===== src/common/reset_cause_map.vh =====
// Register offsets, field positions and reset values for the reset cause block.
// Included by bare name from the status unit design file; holds definitions only.
`ifndef RESET_CAUSE_MAP_VH
`define RESET_CAUSE_MAP_VH

`define RCS_ADDR_STATUS 4'h0
`define RCS_ADDR_SOURCES 4'h4
`define RCS_BIT_TRAP 15
`define RCS_BIT_ILLEGAL 14
`define RCS_BIT_CFGMIS 9
`define RCS_BIT_PROGMEM_SLEEP_POWER 8
`define RCS_BIT_EXT 7
`define RCS_BIT_SWR 6
`define RCS_BIT_WDTEN 5
`define RCS_BIT_WATCHDOG_TIMEOUT_FLAG 4
`define RCS_BIT_SLEEP 3
`define RCS_BIT_IDLE 2
`define RCS_BIT_BOR 1
`define RCS_BIT_POR 0
`define RCS_POR_VALUE 16'h0003
`define RCS_IMPL_MASK 16'hc3ff
`define RCS_NUM_SOURCES 9
`define RCS_SRC_POR 0
`define RCS_SRC_EXT 1
`define RCS_SRC_SWR 2
`define RCS_SRC_WDT 3
`define RCS_SRC_BOR 4
`define RCS_SRC_CFG 5
`define RCS_SRC_TRAP 6
`define RCS_SRC_ILL 7
`define RCS_SRC_UWR 8

`endif


===== src/hw/reset_merge.v =====
// Merges the individual reset requests into one master reset level.
// Assumes every request is a level synchronous to hclk.
`timescale 1ns/10ps
module reset_merge #(
  parameter N = 9
) (
  // Sources
  input wire [N-1:0] source_active,
  // Merged result
  output wire master_reset_signal
);

  assign master_reset_signal = |source_active;

endmodule


===== src/hw/reset_cause_status_unit.v =====
// Reset cause status block: merges reset sources, records causes, AHB-Lite slave.
// Assumes a single AHB-Lite master with hready equal to this slave's hreadyout;
// hresetn is the power-on root reset, all other sources are synchronous levels.
`timescale 1ns/10ps
`include "reset_cause_map.vh"
module reset_cause_status_unit #(
  parameter NSRC = 9
) (
  // Clock and power-on root reset
  input wire hclk,
  input wire hresetn,
  // AHB-Lite slave
  input wire hsel,
  input wire [31:0] haddr,
  input wire [1:0] htrans,
  input wire hwrite,
  input wire [2:0] hsize,
  input wire [31:0] hwdata,
  input wire hready,
  output reg [31:0] hrdata,
  output wire hreadyout,
  output wire hresp,
  // Reset sources other than power-on
  input wire external_pin_reset,
  input wire software_reset_req,
  input wire watchdog_timeout,
  input wire brownout_reset,
  input wire config_mismatch_reset,
  input wire trap_conflict_reset,
  input wire illegal_opcode_reset,
  input wire illegal_address_mode_reset,
  input wire uninit_wreg_reset,
  // Instruction events from the CPU
  input wire power_save_sleep,
  input wire power_save_idle,
  input wire watchdog_clear_instruction,
  // Configuration fuse
  input wire watchdog_fuse_enable,
  // Results
  output wire master_reset_signal,
  output reg watchdog_enabled,
  output reg progmem_bias_on_in_sleep,
  output reg regulator_standby_in_sleep
);

  reg [15:0] reset_cause_status;
  reg [15:0] next_status;
  reg [NSRC-1:0] sources;
  reg por_pending;
  reg wr_pending;
  reg [3:0] wr_addr;
  wire [NSRC-1:0] source_vec;
  wire illegal_any;
  wire access;

  // Power-on is held as a pending level that lasts one cycle after release,
  // so that the merged reset covers the first edge the logic sees.
  always @(posedge hclk or negedge hresetn) begin
    if (!hresetn) begin
      por_pending <= 1'b1;
    end else begin
      por_pending <= 1'b0;
    end
  end

  assign source_vec = {uninit_wreg_reset, illegal_opcode_reset | illegal_address_mode_reset,
                       trap_conflict_reset, config_mismatch_reset, brownout_reset,
                       watchdog_timeout, software_reset_req, external_pin_reset, por_pending};

  // The source vector is registered so the sources word read-back can show it.
  always @(posedge hclk or negedge hresetn) begin
    if (!hresetn) begin
      sources <= {NSRC{1'b0}};
    end else begin
      sources <= source_vec;
    end
  end

  reset_merge #(
    .N(NSRC)
  ) u_merge (
    .source_active(source_vec),
    .master_reset_signal(master_reset_signal)
  );

  assign illegal_any = illegal_opcode_reset | illegal_address_mode_reset | uninit_wreg_reset;

  // AHB-Lite: zero wait states, always OKAY.
  assign hreadyout = 1'b1;
  assign hresp = 1'b0;
  assign access = hsel & htrans[1] & hready;

  always @(posedge hclk or negedge hresetn) begin
    if (!hresetn) begin
      wr_pending <= 1'b0;
      wr_addr <= 4'h0;
    end else begin
      wr_pending <= access & hwrite;
      wr_addr <= haddr[3:0];
    end
  end

  // Software write is applied first, then hardware events, so a set from
  // hardware in the same cycle as a software clear is never lost.
  always @* begin
    next_status = reset_cause_status;
    if (wr_pending && wr_addr == `RCS_ADDR_STATUS) begin
      next_status = hwdata[15:0] & `RCS_IMPL_MASK;
    end
    if (watchdog_clear_instruction || power_save_sleep || power_save_idle) begin
      next_status[`RCS_BIT_WATCHDOG_TIMEOUT_FLAG] = 1'b0;
    end
    if (trap_conflict_reset) begin
      next_status[`RCS_BIT_TRAP] = 1'b1;
    end
    if (illegal_any) begin
      next_status[`RCS_BIT_ILLEGAL] = 1'b1;
    end
    if (config_mismatch_reset) begin
      next_status[`RCS_BIT_CFGMIS] = 1'b1;
    end
    if (external_pin_reset) begin
      next_status[`RCS_BIT_EXT] = 1'b1;
    end
    if (software_reset_req) begin
      next_status[`RCS_BIT_SWR] = 1'b1;
    end
    if (watchdog_timeout) begin
      next_status[`RCS_BIT_WATCHDOG_TIMEOUT_FLAG] = 1'b1;
    end
    if (power_save_sleep) begin
      next_status[`RCS_BIT_SLEEP] = 1'b1;
    end
    if (power_save_idle) begin
      next_status[`RCS_BIT_IDLE] = 1'b1;
    end
    if (brownout_reset) begin
      next_status[`RCS_BIT_BOR] = 1'b1;
    end
  end

  // Only hresetn (power-on) forces the status word; other resets merely add flags.
  always @(posedge hclk or negedge hresetn) begin
    if (!hresetn) begin
      reset_cause_status <= `RCS_POR_VALUE;
    end else begin
      reset_cause_status <= next_status;
    end
  end

  always @(posedge hclk or negedge hresetn) begin
    if (!hresetn) begin
      watchdog_enabled <= 1'b0;
      progmem_bias_on_in_sleep <= 1'b0;
      regulator_standby_in_sleep <= 1'b1;
    end else begin
      watchdog_enabled <= watchdog_fuse_enable | next_status[`RCS_BIT_WDTEN];
      progmem_bias_on_in_sleep <= next_status[`RCS_BIT_PROGMEM_SLEEP_POWER];
      regulator_standby_in_sleep <= ~next_status[`RCS_BIT_PROGMEM_SLEEP_POWER];
    end
  end

  // Read data registered in the address phase; only haddr[3:0] is decoded, so higher words alias and unmapped offsets read zero.
  always @(posedge hclk or negedge hresetn) begin
    if (!hresetn) begin
      hrdata <= 32'h00000000;
    end else if (access && !hwrite) begin
      case (haddr[3:0])
        `RCS_ADDR_STATUS: hrdata <= {16'h0000, next_status};
        `RCS_ADDR_SOURCES: hrdata <= {{(32-NSRC){1'b0}}, sources};
        default: hrdata <= 32'h00000000;
      endcase
    end
  end

endmodule


===== config.mk =====
export PLATFORM = sky130hd
export DESIGN_NAME = reset_cause_status_unit
export DESIGN_NICKNAME = d
export VERILOG_FILES = /design/src/hw/reset_merge.v /design/src/hw/reset_cause_status_unit.v
export VERILOG_INCLUDE_DIRS = /design/src /design/src/common
export SDC_FILE = /design/constraint.sdc
export NUM_CORES = 1
export LEC_CHECK = 0
export BUFFER_PORTS_ARGS = -buffer_cell sky130_fd_sc_hd__buf_2
export CAP_MARGIN = 20
export CORE_MARGIN = 2
export CORE_UTILIZATION = 30
export DETAILED_ROUTE_END_ITERATION = 10
export PLACE_DENSITY = 0.57
export REMOVE_ABC_BUFFERS = 1
export SYNTH_ARGS = -nofsm -noshare
export SYNTH_HDL_FRONTEND = slang
export SYNTH_SLANG_ARGS = --single-unit

===== constraint.sdc =====
create_clock -name hclk -period 3 [get_ports hclk]
set_input_delay 0.15 -clock hclk [delete_from_list [all_inputs] [get_ports hclk]]
set_output_delay 0.15 -clock hclk [all_outputs]
set_load 0.02 [all_outputs]

# [Yosys cells after proc, flatten, opt, wreduce, memory -nomap -nowiden]
# Cells that the tools add are included.
[classes] n_eq_ne=1 muxes=12 n_bitwise=7 reduce_logical=8
[op_table] op="16-bit one-hot mux with 2 select lines" n=1
[op_table] op="16-bit 2-to-1 mux" n=1
[op_table] op="1-bit 2-to-1 mux" n=10
[op_table] op="9-bit OR reduction" n=1
[op_table] op="4-bit logical NOT" n=2
[op_table] op="4-bit by 3-bit == test with 1-bit output, second input constant" n=1
[op_table] op="1-bit AND" n=3
[op_table] op="1-bit bitwise OR" n=3
[op_table] op="1-bit logical AND" n=2
[op_table] op="1-bit logical OR" n=2
[op_table] op="1-bit logical NOT" n=1
[op_table] op="1-bit NOT" n=1
[totals] ff_bits=66 input_bits=87 wordCells=37

# [Logic depth before layout (Yosys ltp)]
# Gate-level depths: netlist (run 1).
[depth] depth_word=6 mapped_depth=5

# [Cells and area by module]
# Synthesis (run 1) repeated with hierarchy kept, for this count alone.
[hier_totals] cells_unflattened=152 area_unflattened_um2=1959.4
[by_module_without_submodules] module="reset_cause_status_unit" n_inst=1 cells_each=148 area_per_inst_um2=1939.4 seq_area_each_um2=1231.2
[by_module_without_submodules] module="reset_merge" n_inst=1 cells_each=4 area_per_inst_um2=20.0 seq_area_each_um2=0.0

# [Worst setup path before layout (run 1)]
# No wires, ideal clock.
[synth_path] path_kind="register -> register" from="reg wr_addr[0]" to="reg hrdata[0]" setup_time_ns=0.118 arrival_time_ns=1.582 required_ns=2.882 slack_ns=1.299 path_stages_with_launch=5 n_path_buf=0 period_less_slack_ns=1.701 cell_sequence="dfrtp_1 -> or4b_4 -> nor2_4 -> mux2_2 -> a21o_1"
[synth_via] elab_chain_len=4
[synth_rtl] element="start: declaration" line="reset_cause_status_unit.v:51" source="reg [3:0] wr_addr;"
[synth_rtl] element="start signal: assignment" line="reset_cause_status_unit.v:99" source="wr_addr <= haddr[3:0];"
[synth_rtl] element="4-bit logical NOT (no line)"
[synth_rtl] element="1-bit logical AND (no line)"
[synth_rtl] element="16-bit 2-to-1 mux" line="reset_cause_status_unit.v:107" source="if (wr_pending && wr_addr == `RCS_ADDR_STATUS) begin"
[synth_rtl] element="net next_status[0]" line="reset_cause_status_unit.v:47" source="reg [15:0] next_status;"
[synth_rtl] element="16-bit one-hot mux with 2 select lines" line="reset_cause_status_unit.v:168" source="case (haddr[3:0])"
[synth_rtl] element="end signal: assignment" line="reset_cause_status_unit.v:169" source="`RCS_ADDR_STATUS: hrdata <= {16'h0000, next_status};"
[synth_rtl] element="end signal: assignment" line="reset_cause_status_unit.v:170" source="`RCS_ADDR_SOURCES: hrdata <= {{(32-NSRC){1'b0}}, sources};"
[synth_rtl] element="end: declaration" line="reset_cause_status_unit.v:20" source="output reg [31:0] hrdata,"
# The timed path passes the listed nets, and every way through them passes these cells.
# A chain may end at the register's enable or synchronous reset.

# [Worst setup path in the final report (run 1)]
# Ends and elaborated chain as after synthesis.

==> flow_summary.toml, run 1 <==
[routing]
drt_iter0_drc = 36
drc = 0
wl_mm = 4.33
wl_per_cell_um = 14.8
first_pass_iters = 4
vias = 1320
final_antenna_net_count = 0
viasPerCell = 4.51

[critical_path]
arrival_ns = 2.28
critPathTopFamily = "simple AND/OR/NAND/NOR gates"
critPathRequiredTime_ns = 3.19
critPathBufInv = 0
crit_chain = "or4b_4 > nor2_4 > mux2_2 > a21o_1"
critPathMaxFanout = 16
startpoint_type = "register"
cp-end-kind = "register"
slowest_stage = "or4b_4"
critPathMaxStageDelay_ns = 0.61
crit_type = "reg -> reg"

[power_and_ir_drop]
p_per_area_nw_per_um2 = 499
total_power_mw = 1.22
vdd_drop_max_uv = 266
leakage_nw = 1.22

[worst_hold_path]
hp-class = "in -> reg"

[floorplanning]
ioPinCount = 125
die_w_um = 85.0
start_util_pct = 31.0
fp.coreArea_um2 = 6350
rows = 29
dieHeight_um = 85.0
die_area_um2 = 7230

[timing]
hold_viol_final = 0
finalSetupTns_ns = 0
rsz0062_at_grt = "no"
fin_crit_sh_pct = 69.5
worstMarginPinSlew_ns = 0.788
skew_ns = 0.00525
fmax_mhz = 479
finalSetupViolCount = 0
slew_headroom_pct = 47.4
period_needed_ns = 2.09
worst_slack_ns = 0.914
slew_violations = 0

[grt]
grt_max_degree = 36
antenna_found_initial = 0
overflow = 0
grt_pass1_vias = 1302
grt_pass1_wl_mm = 7.08
grtUsageTotal_pct = 12.9

[clock_network]
numCtsBuffers = 5
cts-htree-levels = 2
hold_buffers = 7
cts_max_path_buffers = 2
cts_tree = "built"
ctsResizeCount = 0
clkSinkCount = 49
clockRootBuffer = "clkbuf_8"
clock_latency_ns = 0.29
clk_pin_slew_ns = 0.09
cts_setup_buffers = 0

[finish]
layout_common_cells = "buf_2, dfrtp_1, conb_1"
layout-drive-gt1-share_pct = 34.7
layout_commonest_cell = "buf_2"
area_delta_synth_final_pct = 23.8
antenna-diode-count = 0
nNetsFinal = 302

[yosys]
ys_warn_count = 0
syn_area_um2 = 1970
yosys_register_bits = 49
syn_avg_cell_area_um2 = 13.5
synth.distinct_cells = 38
ys.flop_type = "dfrtp_1"
async_flop_share_pct = 100
synth_cells = 146
synth_edf_count = 0
yosysSeqAreaShare_pct = 62.5

[placed_design]
place_ws_ns = 0.892
io_buffers = 54
gp_congestion = 0.738
hpwlAfterDp_mm = 2.90

[run]
drv_cap = 0

[outcome]
status = "finished clean"
[report_power, final]
group / switching, mW / leakage [nW] / internal [mW]
clock network: 0.211 / 0.0395 / 0.166
logic: 0.0859 / 0.584 / 0.0531
registers: 0.0119 / 0.594 / 0.689
total: 0.308 / 1.22 / 0.908
[area by class of cell]
type / count / area (um2)
Tap cell: 77 / 96.3
Inverter: 2 / 7.51
Fill cell: 620 / 3910
Multi-Input combinational cell: 91 / 641
Clock buffer: 8 / 80.1
Sequential cell: 49 / 1230
Timing Repair Buffer: 66 / 383
[logic make-up after synthesis]
logic type	after synthesis	synth area share [%]
DFF	49	62.5
and+or+nand+nor	35	13.3
AOI/OAI and AO/OA	32	13.0
buffers and inverters	23	8.20
muxes	5	2.60
other	2	0.381
[per-layer routing]
layer	up-vias	part of all wire (%)	wire, um	GRT usage [%]
met1	652	49	2110	18.5
met2	40	46	1980	19.1
met4	0	0	0	2.60
met3	0	5.5	240	4.47
met5	-	0	0	0
li1	628	-	-	-
[cell usage after synthesis (3+ instances only)]
library cell | count | area [um2]
a21o_1 | 6 | 45.0
a22o_1 | 12 | 105
buf_4 | 18 | 135
dfrtp_1 | 45 | 1130
dfstp_2 | 4 | 105
mux2i_1 | 4 | 40.0
nor2_1 | 5 | 18.8
nor2b_1 | 4 | 25.0
o31a_1 | 5 | 43.8
or2_2 | 3 | 18.8
or4_1 | 7 | 52.6
[flip-flops by register name (all words and copies together), names as in the netlist]
name                        cells
hrdata                         16
por_pending                     1
regulator_standby_in_sleep      1
reset_cause_status             16
sources                         9
watchdog_enabled                1
wr_addr                         4
wr_pending                      1
[stage by stage]
stage | cell area [um2] | hold WS [ns] | instances | utilization [%]
3_3_place_gp | 2270 | 0.276 | 276 | 35.7
6_report | 2440 | 0.0182 | 293 | 38.4
3_5_place_dp | 2270 | 0.276 | 276 | 35.7
5_1_grt | 2440 | 0.00128 | 293 | 38.4
4_1_cts | 2420 | 0.00150 | 291 | 38.1
2_1_floorplan | 1880 | -0.146 | 142 | -
[path summary, 6_finish.rpt]
| path | start | end | slack, ns | cells past startpoint |
|---|---|---|---|---|
| setup / recovery | wr_addr[0] | hrdata[0] | 0.91 | 4 |
| hold / removal | external_pin_reset | sources[1] | 0.02 | 1 |
| setup reg to reg | wr_addr[0] | hrdata[0] | 0.91 | 4 |
| hold reg to reg | por_pending | sources[0] | 0.41 | 0 |
| max in group asynchronous | hresetn | regulator_standby_in_sleep | 1.76 | 3 |
| min in group asynchronous | hresetn | reset_cause_status[10] | 0.47 | 2 |
[worst reg2reg max path: cells and delay by family, from the launching register on]
kind             cells  cell delay, ns
AND/OR/NAND/NOR      2            1.04
flip-flops           1            0.37
multiplexers         1            0.42
AO/OA/AOI/OAI        1            0.16
(Power assumes the default switching activity.)
==> run 2: changes to the inputs <==
- ABC_AREA: unset -> 1
- PLACE_DENSITY: 0.57 -> 0.59
- clock period: 3 -> 1.9 ns (I/O delays scaled with it)
==> flow_summary.toml, run 2 <==
[run]
drv_cap = 0

[timing]
finalSetupViolCount = 0
period_needed_ns = 1.56
slew_headroom_pct = 59.6
fin_crit_sh_pct = 82.3
worstMarginPinSlew_ns = 0.606
fmax_mhz = 640
hold_slack_ns = 0.0167
worst_slack_ns = 0.337
slew_violations = 0
rsz0062_at_grt = "no"
hold_viol_final = 0
finalSetupTns_ns = 0
skew_ns = 0.00676

[worst_hold_path]
hp-class = "in -> reg"
hp-start = "hwdata[1]"

[grt]
antenna_found_initial = 0
overflow = 0
grt_max_degree = 50
grtUsageTotal_pct = 12.2
grt_pass1_wl_mm = 6.84
grt_pass1_vias = 1390

[yosys]
syn_avg_cell_area_um2 = 10.3
yosys_register_bits = 49
synth_edf_count = 0
async_flop_share_pct = 100
ys.flop_type = "dfrtp_1"
synth_area_leader_cell = "dfrtp_1"
synth.distinct_cells = 27
synth_top_area_share_pct = 57.0
synthTopCellsByCount = "nand2_1, dfrtp_1, buf_4"
ys_warn_count = 0
synth_area_leaders = "dfrtp_1, nand2_1, buf_4"
synth_cells = 191
yosysMostFrequentCell = "nand2_1"
yosysSeqAreaShare_pct = 62.3
syn_area_um2 = 1980

[clock_network]
cts-htree-levels = 2
clock_latency_ns = 0.29
clkSinkCount = 49
cts_setup_buffers = 0
numCtsBuffers = 5
clockRootBuffer = "clkbuf_8"
cts_max_path_buffers = 2
clk_pin_slew_ns = 0.09
cts_tree = "built"

[floorplanning]
die_w_um = 85.2
fp.coreArea_um2 = 6350
start_util_pct = 31.1
ioPinCount = 125
dieHeight_um = 85.2
rows = 29
die_area_um2 = 7250

[critical_path]
critPathTopFamily = "buffers and inverters"
cpMostUsedCell = "buf_2"
crit_chain = "dlygate4sd3_1 > buf_2 > or2_2 > nor2_1 > nand3_1 > buf_2"
critPathBufInv = 3
startpoint_type = "primary input"
r2r_start = "wr_addr[3]"
critPathMaxFanout = 2
crit_type = "in -> out"
critPathMaxStageDelay_ns = 0.53
slowest_stage = "dlygate4sd3_1"
cp-startpoint = "illegal_address_mode_reset"
cp-end-kind = "output port"
arrival_ns = 1.47
critPathRequiredTime_ns = 1.80

[routing]
drt_iter0_drc = 53
wl_per_cell_um = 12.0
viasPerCell = 4.12
first_pass_iters = 4
wl_mm = 4.13
vias = 1421
final_antenna_net_count = 0
drc = 0

[placed_design]
io_buffers = 54
hpwlAfterDp_mm = 2.90
gp_congestion = 0.706
place_ws_ns = 0.440

[finish]
layout-drive-gt1-share_pct = 31.0
reg_top3 = "hrdata: 16 flops, reset_cause_status: 16 flops, sources: 9 flops"
layout_commonest_cell = "nand2_1"
nNetsFinal = 355
layout_common_cells = "nand2_1, buf_2, dfrtp_1"
area_delta_synth_final_pct = 27.5
antenna-diode-count = 0

[outcome]
status = "finished clean"

[power_and_ir_drop]
p_per_area_nw_per_um2 = 770
leakage_nw = 1.30
vdd_drop_max_uv = 289
-- run 2: cell types whose count changed in the layout (fill, tap and decap cells not counted), moves of 6 or more --
cell | before | now
nand2_1 | 1 | 57
a22o_1 | 12 | 0
inv_1 | 2 | 14
dlygate4sd3_1 | 9 | 16
or4_1 | 7 | 0
a21o_1 | 6 | 0
-- run 2: stage by stage --
step	std cells	cell area [um2]	util (%)	power, mW
2_1_floorplan	187	1880	-	1.25
3_3_place_gp	322	2280	35.9	1.35
3_5_place_dp	322	2280	35.9	1.36
4_1_cts	344	2510	39.5	1.97
5_1_grt	345	2520	39.7	2.05
6_report	345	2520	39.7	1.94
-- run 2: logic make-up (layout without fill, tap and decap cells) --
kind of cell / Yosys count / after routing / share of synthesized area (%)
buf+inv: 36 / 96 / 10.9
flops: 49 / 49 / 62.3
simple gates: 83 / 83 / 19.1
other cells: 2 / 19 / 0.380
compound gates: 21 / 21 / 7.28
-- run 2: path summary, 6_finish.rpt --
path / cells past startpoint / endpoint / slack, ns
worst max-delay path: 6 / master_reset_signal / 0.34
worst min-delay path: 3 / reset_cause_status[1] / 0.02
worst max register to register: 7 / hrdata[6] / 0.48
worst min register to register: 0 / sources[0] / 0.41
max in group asynchronous: 3 / hrdata[3] / 1.06
min in group asynchronous: 3 / hrdata[13] / 0.42
-- run 2: final cells by class --
cell class / count / area [um2]
clock buffers: 6 / 72.6
well taps: 77 / 96.3
clock inverters: 1 / 8.76
fillers: 636 / 3830
inverters: 15 / 56.3
flip-flops and latches: 49 / 1230
multi-input cells: 123 / 593
repair buffers: 74 / 460
-- run 2: tightest hold or removal path, delay by kind of cell --
kind	cells	cell delay [ns]
simple gates	2	0.13
buf+inv	1	0.10
-- run 2: where the power goes --
| part | total [mW] | internal [mW] | leakage, nW | switching, mW |
|---|---|---|---|---|
| sequential | 1.12 | 1.10 | 0.587 | 0.0206 |
| clock | 0.579 | 0.255 | 0.0412 | 0.324 |
| combinational | 0.243 | 0.0917 | 0.667 | 0.151 |
-- run 2: metal layers --
layer | global-route usage (%) | routed length (um) | vias up
met5 | 0 | 0 | -
li1 | - | - | 719
met2 | 19.1 | 1990 | 37
met3 | 2.82 | 207 | 5
met4 | 4.76 | 55 | 0
met1 | 16.5 | 1880 | 660
-- run 2: repair_timing --
action / in CTS / in global routing
resized for setup: 0 / 0
setup endpoints to repair: 0 / 0
hold buffers: 15 / 1
hold endpoints to repair: 59 / 1
